[src/rie_pkg.sv]
/*
 * Constants and types for the upper radio interrupt-enable block:
 * register offsets, field positions, reset values and the bus carrier.
 * Assumes a 32-bit APB register bus and one system clock.
 */
package rie_pkg;

    // Register byte offsets
    localparam logic [11:0] OFS_EVENT_STATUS = 12'h100;
    localparam logic [11:0] OFS_ENABLE_SET = 12'h304;
    localparam logic [11:0] OFS_ENABLE_CLEAR = 12'h308;

    localparam logic [31:0] RESET_ENABLE = 32'h00000000;
    localparam logic [31:0] RESET_STATUS = 32'h00000000;
    localparam logic [31:0] READ_ZERO = 32'h00000000;

    // Number of event fields in the upper part
    localparam int NUM_EVENTS = 11;

    // Field positions, index order matches rie_events_t from LSB upward
    localparam int FIELD_POS [NUM_EVENTS] = '{16, 17, 18, 19, 20, 21, 22, 23, 26, 27, 28};

    localparam int POS_ENERGY_DETECT_STOPPED = 16;
    localparam int POS_CHANNEL_CLEAR_IDLE = 17;
    localparam int POS_CHANNEL_CLEAR_BUSY = 18;
    localparam int POS_CHANNEL_CLEAR_STOPPED = 19;
    localparam int POS_RATE_BOOST_SWITCH = 20;
    localparam int POS_TRANSMIT_READY = 21;
    localparam int POS_RECEIVE_READY = 22;
    localparam int POS_MAC_HEADER_MATCH = 23;
    localparam int POS_PREAMBLE_SYNC_DETECT = 26;
    localparam int POS_PHY_FRAME_END = 27;
    localparam int POS_TONE_EXTENSION_PRESENT = 28;

    // Bits that exist; all others read as zero
    localparam logic [31:0] FIELD_MASK = 32'h1CFF0000;

    // Receive modes; preamble sync may be reported in all but RIE_MODE_OTHER
    typedef enum logic [1:0] {
        RIE_MODE_OTHER,
        RIE_MODE_LONG_RANGE_125K,
        RIE_MODE_LONG_RANGE_500K,
        RIE_MODE_LOW_RATE_PAN_250K
    } rie_mode_t;

    // One-cycle event pulses from the radio core
    typedef struct packed {
        logic tone_extension_present;
        logic phy_frame_end;
        logic preamble_sync_detect;
        logic mac_header_match;
        logic receive_ready;
        logic transmit_ready;
        logic rate_boost_switch;
        logic channel_clear_stopped;
        logic channel_clear_busy;
        logic channel_clear_idle;
        logic energy_detect_stopped;
    } rie_events_t;

    // APB request as held through a transfer
    typedef struct packed {
        logic [11:0] paddr;
        logic pwrite;
        logic [31:0] pwdata;
    } rie_apb_req_t;

endpackage : rie_pkg

[src/rie_irq_enable.sv]
/*
 * Upper radio interrupt-enable block: enable set/clear over APB, sticky
 * event status with write-one-to-clear, one level interrupt output.
 * Assumes APB master on pclk, event pulses synchronous to pclk.
 */
// Contract
// - Write 1 to energy_detect_stopped enables that event's interrupt.
// - Write 1 to channel_clear_idle enables the channel-idle interrupt.
// - Write 1 to channel_clear_busy enables the channel-busy interrupt.
// - Write 1 to channel_clear_stopped enables the assessment-stopped interrupt.
// - Write 1 to rate_boost_switch enables the rate-boost interrupt.
// - Write 1 to transmit_ready enables the ready-to-transmit interrupt.
// - Write 1 to receive_ready enables the ready-to-receive interrupt.
// - Write 1 to mac_header_match enables the header-match interrupt.
// - Write 1 to preamble_sync_detect enables the preamble sync interrupt.
// - Preamble sync reported during reception in the three long-range/PAN modes only.
// - Write 1 to phy_frame_end enables the frame-end interrupt.
// - Write 1 to tone_extension_present enables the tone-extension interrupt.
`timescale 1ns/1ps

module rie_irq_enable (
    input wire logic pclk,
    input wire logic presetn,
    input wire logic psel,
    input wire logic penable,
    input wire logic pwrite,
    input wire logic [11:0] paddr,
    input wire logic [31:0] pwdata,
    output logic [31:0] prdata,
    output logic pready,
    output logic pslverr,
    input wire rie_pkg::rie_events_t events,
    input wire logic rx_active,
    input wire rie_pkg::rie_mode_t rx_mode,
    output logic irq,
    output logic [31:0] enable_state
);

    rie_pkg::rie_apb_req_t req;
    logic [31:0] status;
    logic [31:0] event_vec;
    logic [31:0] next_rdata;
    logic next_err;
    logic access;
    logic commit;
    logic sync_allowed;

    // Address decode for the error path; the read path decodes separately
    function automatic logic rie_mapped(input logic [11:0] a);
        if (a == rie_pkg::OFS_EVENT_STATUS) begin
            return 1'b1;
        end else if (a == rie_pkg::OFS_ENABLE_SET) begin
            return 1'b1;
        end else if (a == rie_pkg::OFS_ENABLE_CLEAR) begin
            return 1'b1;
        end else begin
            return 1'b0;
        end
    endfunction : rie_mapped

    assign req = '{paddr: paddr, pwrite: pwrite, pwdata: pwdata};
    assign access = psel && penable && !pready;
    // Write lands at the edge where the master sees pready high
    assign commit = psel && penable && pready && req.pwrite;

    // Sync may misfire; only the mode and receive window are checked
    assign sync_allowed = rx_active && (rx_mode != rie_pkg::RIE_MODE_OTHER);

    // Map event pulses onto their field positions
    always_comb begin
        event_vec = rie_pkg::READ_ZERO;
        event_vec[rie_pkg::POS_ENERGY_DETECT_STOPPED] = events.energy_detect_stopped;
        event_vec[rie_pkg::POS_CHANNEL_CLEAR_IDLE] = events.channel_clear_idle;
        event_vec[rie_pkg::POS_CHANNEL_CLEAR_BUSY] = events.channel_clear_busy;
        event_vec[rie_pkg::POS_CHANNEL_CLEAR_STOPPED] = events.channel_clear_stopped;
        event_vec[rie_pkg::POS_RATE_BOOST_SWITCH] = events.rate_boost_switch;
        event_vec[rie_pkg::POS_TRANSMIT_READY] = events.transmit_ready;
        event_vec[rie_pkg::POS_RECEIVE_READY] = events.receive_ready;
        event_vec[rie_pkg::POS_MAC_HEADER_MATCH] = events.mac_header_match;
        event_vec[rie_pkg::POS_PREAMBLE_SYNC_DETECT] =
            events.preamble_sync_detect && sync_allowed;
        event_vec[rie_pkg::POS_PHY_FRAME_END] = events.phy_frame_end;
        event_vec[rie_pkg::POS_TONE_EXTENSION_PRESENT] = events.tone_extension_present;
    end

    // Enable and status fields, one flop each; set wins over clear
    generate
        for (genvar i = 0; i < rie_pkg::NUM_EVENTS; i++) begin : g_field
            localparam int P = rie_pkg::FIELD_POS[i];
            logic set_hit;
            logic clr_hit;
            logic st_clr;
            assign set_hit = commit && (req.paddr == rie_pkg::OFS_ENABLE_SET)
                && req.pwdata[P];
            assign clr_hit = commit && (req.paddr == rie_pkg::OFS_ENABLE_CLEAR)
                && req.pwdata[P];
            assign st_clr = commit && (req.paddr == rie_pkg::OFS_EVENT_STATUS)
                && req.pwdata[P];

            // Zero bits in a set write change nothing
            always_ff @(posedge pclk or negedge presetn) begin
                if (!presetn) begin
                    enable_state[P] <= rie_pkg::RESET_ENABLE[P];
                end else if (set_hit) begin
                    enable_state[P] <= 1'b1;
                end else if (clr_hit) begin
                    enable_state[P] <= 1'b0;
                end
            end

            // Sticky event flag; a new event beats a same-cycle clear
            always_ff @(posedge pclk or negedge presetn) begin
                if (!presetn) begin
                    status[P] <= rie_pkg::RESET_STATUS[P];
                end else if (event_vec[P]) begin
                    status[P] <= 1'b1;
                end else if (st_clr) begin
                    status[P] <= 1'b0;
                end
            end
        end
    endgenerate

    // Unused bit positions hold zero
    generate
        for (genvar b = 0; b < 32; b++) begin : g_zero
            if (!rie_pkg::FIELD_MASK[b]) begin : g_tie
                assign enable_state[b] = 1'b0;
                assign status[b] = 1'b0;
            end
        end
    endgenerate

    // Read data and error, prepared for the access phase
    always_comb begin
        next_err = !rie_mapped(req.paddr);
        if (req.pwrite) begin
            next_rdata = rie_pkg::READ_ZERO;
        end else if (req.paddr == rie_pkg::OFS_EVENT_STATUS) begin
            next_rdata = status & rie_pkg::FIELD_MASK;
        end else if (req.paddr == rie_pkg::OFS_ENABLE_SET) begin
            next_rdata = enable_state & rie_pkg::FIELD_MASK;
        end else if (req.paddr == rie_pkg::OFS_ENABLE_CLEAR) begin
            next_rdata = enable_state & rie_pkg::FIELD_MASK;
        end else begin
            next_rdata = rie_pkg::READ_ZERO;
        end
    end

    // One wait state: pready rises one cycle into the access phase
    always_ff @(posedge pclk or negedge presetn) begin
        if (!presetn) begin
            pready <= 1'b0;
            pslverr <= 1'b0;
            prdata <= rie_pkg::READ_ZERO;
        end else if (access) begin
            pready <= 1'b1;
            pslverr <= next_err;
            prdata <= next_rdata;
        end else begin
            pready <= 1'b0;
            pslverr <= 1'b0;
            prdata <= rie_pkg::READ_ZERO;
        end
    end

    // Level interrupt, registered to keep the output glitch-free
    always_ff @(posedge pclk or negedge presetn) begin
        if (!presetn) begin
            irq <= 1'b0;
        end else begin
            irq <= |(status & enable_state & rie_pkg::FIELD_MASK);
        end
    end

endmodule : rie_irq_enable

[config.mk]
export PLATFORM = sky130hd
export DESIGN_NAME = rie_irq_enable
export DESIGN_NICKNAME = d
export VERILOG_FILES = /design/src/rie_pkg.sv /design/src/rie_irq_enable.sv
export SDC_FILE = /design/constraint.sdc
export NUM_CORES = 1
export LEC_CHECK = 0
export ABC_AREA = 1
export BUFFER_PORTS_ARGS = -buffer_cell sky130_fd_sc_hd__buf_2
export CELL_PAD_IN_SITES_DETAIL_PLACEMENT = 1
export CELL_PAD_IN_SITES_GLOBAL_PLACEMENT = 1
export CORE_MARGIN = 8
export CORE_UTILIZATION = 32
export CTS_BUF_LIST = sky130_fd_sc_hd__clkbuf_4 sky130_fd_sc_hd__clkbuf_8
export DETAILED_ROUTE_END_ITERATION = 16
export GPL_TIMING_DRIVEN = 0
export PLACE_DENSITY = 0.9
export SYNTH_ARGS = -nofsm -noshare
export SYNTH_HDL_FRONTEND = slang
export SYNTH_SLANG_ARGS = --single-unit
[constraint.sdc]
create_clock -name pclk -period 1.81 [get_ports pclk]
set_input_delay 0.362 -clock pclk [delete_from_list [all_inputs] [get_ports pclk]]
set_output_delay 0.362 -clock pclk [all_outputs]
set_load 0.1 [all_outputs]
==> impl_metrics.toml <==
[drt]
via_per_inst = 4.11
wire_per_inst_um = 13.0
via_count = 1904
dr.first_iter.drc_count = 64
wl_um = 6020
dr.pass1.iters = 4
drc = 0
ant_nets = 0

[power_and_ir_drop]
p_sw_share_pct = 38.3
internal_power_mw = 1.22
finalPower_mw = 1.97
comb_power_share_pct = 29.3
pwr-share-clk_pct = 29.7
irDropWorstVdd_v = 0.000378
leakage_nw = 1.59
power.switching_mw = 0.756
seqPwrFrac_pct = 41.0
power_density_mw_per_mm2 = 726

[layout]
nets = 448
regArea_sq_um = 902
instances_no_fill = 463
layout-drive-gt1-share_pct = 33.4
fillers = 849
layout_common_cells = "70 x buf_2, 69 x nand2_1, 43 x buf_4, 42 x conb_1, 41 x nor2_1"
multi_input_area_sq_um = 808
diodes = 0
syn_to_final_growth_pct = 33.0
final_common_cell = "buf_2"
final_core_util_pct = 43.3

[grt]
grt_pass1_vias = 2149
antenna_found_initial = 1
grt_first_pass_wirelength_um = 9770
grt_overflow = 0
grt_usage_pct = 13.4
grt_start_max_net_pins = 37

[outcome]
status = "complete, no violations"

[setup_path]
cp.arrival_ns = 1.16
critPathLaunchType = "register"
cp.depth = 1
required_ns = 1.45
slowest_stage = "buf_2"
cp_num_buf_inv = 1
critPathLaunch = "enable_state[28]$_DFFE_PN0P_"
cpLargestDelayFamily = "buffers and inverters"
critPathMaxFanout = 4
rr_worst_depth = 4
worstPathCellList = "buf_2"
path_class = "reg2out"
timing.rr.start = "pready$_DFF_PN0_"
max_stage_delay_ns = 0.46
end_kind = "primary output"

[timing]
hold_viol_final = 0
setup_viol = 0
worstMarginPinSlew_ns = 0.795
fin_skew_ns = 0.00414
fmax_mhz = 657
finalCritPeriodShare_pct = 84.1
drv_slew = 0
period_needed_ns = 1.52
rsz0062_at_grt = "false"
slew_headroom_pct = 47.0
fin_setup_tns_ns = 0

[clocking]
cts_resized = 0
htreeDepth = 2
clock_latency_ns = 0.29
cts_buffers = 5
cts_hold_buf = 0
clockRootBuffer = "clkbuf_8"
cts_setup_buffers = 0
cts_tree = "yes"
clk_pin_slew_ns = 0.07
cts_sinks = 36
clockBufferDepth = 2

[die]
die-area_sq_mm = 0.00920
initial_core_util_pct = 32.6
fp-row-count = 29
die_h_um = 95.9
ioPinCount = 130
coreArea_sq_mm = 0.00628
die-width_um = 95.9

[min_path]
min_path_type = "in2async"

[yosys]
ys_seq_area_share_pct = 44.1
synth_top_area_share_pct = 44.1
yosys_warnings = 0
synth_flop_cell = "dfrtp_1"
yosys.area.top_type = "dfrtp_1"
ys_top_cells_by_area = "dfrtp_1 44%, buf_4 16%, nand2_1 13%, nor2_1 7.5%, inv_1 6.2%"
synthCells = 271
synthArstFlopShare_pct = 100
synth_edf_count = 0
syn_area_per_cell_sq_um = 7.54
synth_cell_types = 25
ys_seq_elements = 36
synth_area_sq_mm = 0.00204

[place]
place.port_buffers = 66
dp_hpwl_um = 5020
place_congestion = 0.744
dp.cells = 455

[job]
cap_violations = 0
-- layer usage --
layer | part of all wire (%) | track usage [%] | up-vias
li1 | - | - | 964
met1 | 37 | 13.6 | 877
met2 | 54 | 25.3 | 55
met3 | 8.1 | 4.99 | 6
met4 | 1.1 | 3.46 | 2
met5 | 0.13 | 0 | -
-- registers in the layout, indices dropped and copies added (netlist names) --
signal and cells:
prdata 11, pready 1, irq 1, status 11, pslverr 1, enable_state 11
-- synthesized netlist by cell type, types with 2 or more instances --
master and n:
o21ai_1 20, buf_4 43, a221oi_1 2, inv_1 34, o21ai_0 2, nand2_1 69, nor2_4 2, buf_2 4
dfrtp_1 36, nor2_1 41, nor3_1 3, nand3_1 2
-- per-stage QoR --
step                      instance area (sq um)  hold slack, ns  setup slack (ns)
after floorplan                            2200          0.0664             0.178
after global placement                     2630           0.456             0.337
after detailed placement                   2630           0.471             0.262
after CTS                                  2720           0.182             0.275
after global routing                       2720           0.219             0.225
final                                      2720           0.153             0.287
-- power groups by stage --
stage / Clock (mW) / Combinational, mW / Sequential [mW]
final: 0.586 / 0.579 / 0.808
after detailed placement: 0 / 0.574 / 0.824
after floorplan: 0 / 0.475 / 0.843
after CTS: 0.607 / 0.574 / 0.808
after global placement: 0 / 0.567 / 0.824
after global routing: 0.644 / 0.605 / 0.808
-- area by class of cell --
type / count / area share, %
multi-input cells: 192 / 29.7
inverters: 35 / 4.83
repair buffers: 66 / 12.1
well taps: 77 / 3.54
clock buffers: 6 / 3.04
flip-flops and latches: 36 / 33.2
clock inverters: 2 / 0.368
plain buffers: 49 / 13.2
-- cells by family after synthesis --
| logic type | Yosys count | synth area share [%] |
|---|---|---|
| buffers and inverters | 84 | 23.9 |
| AND/OR/NAND/NOR | 122 | 24.1 |
| other | 1 | 0.183 |
| AO/OA/AOI/OAI | 28 | 7.71 |
| flip-flops | 36 | 44.1 |
-- final timing paths --
check	endpoint	slack (ns)
min in group pclk	status[19]$_DFFE_PN0P_	0.25
setup reg to reg	prdata[27]$_DFF_PN0_	0.43
hold / removal	prdata[27]$_DFF_PN0_	0.15
hold reg to reg	pready$_DFF_PN0_	0.48
setup / recovery	enable_state[28]	0.29
max in group asynchronous	pready$_DFF_PN0_	1.10
Note: power is estimated with default switching activity, not from simulation.
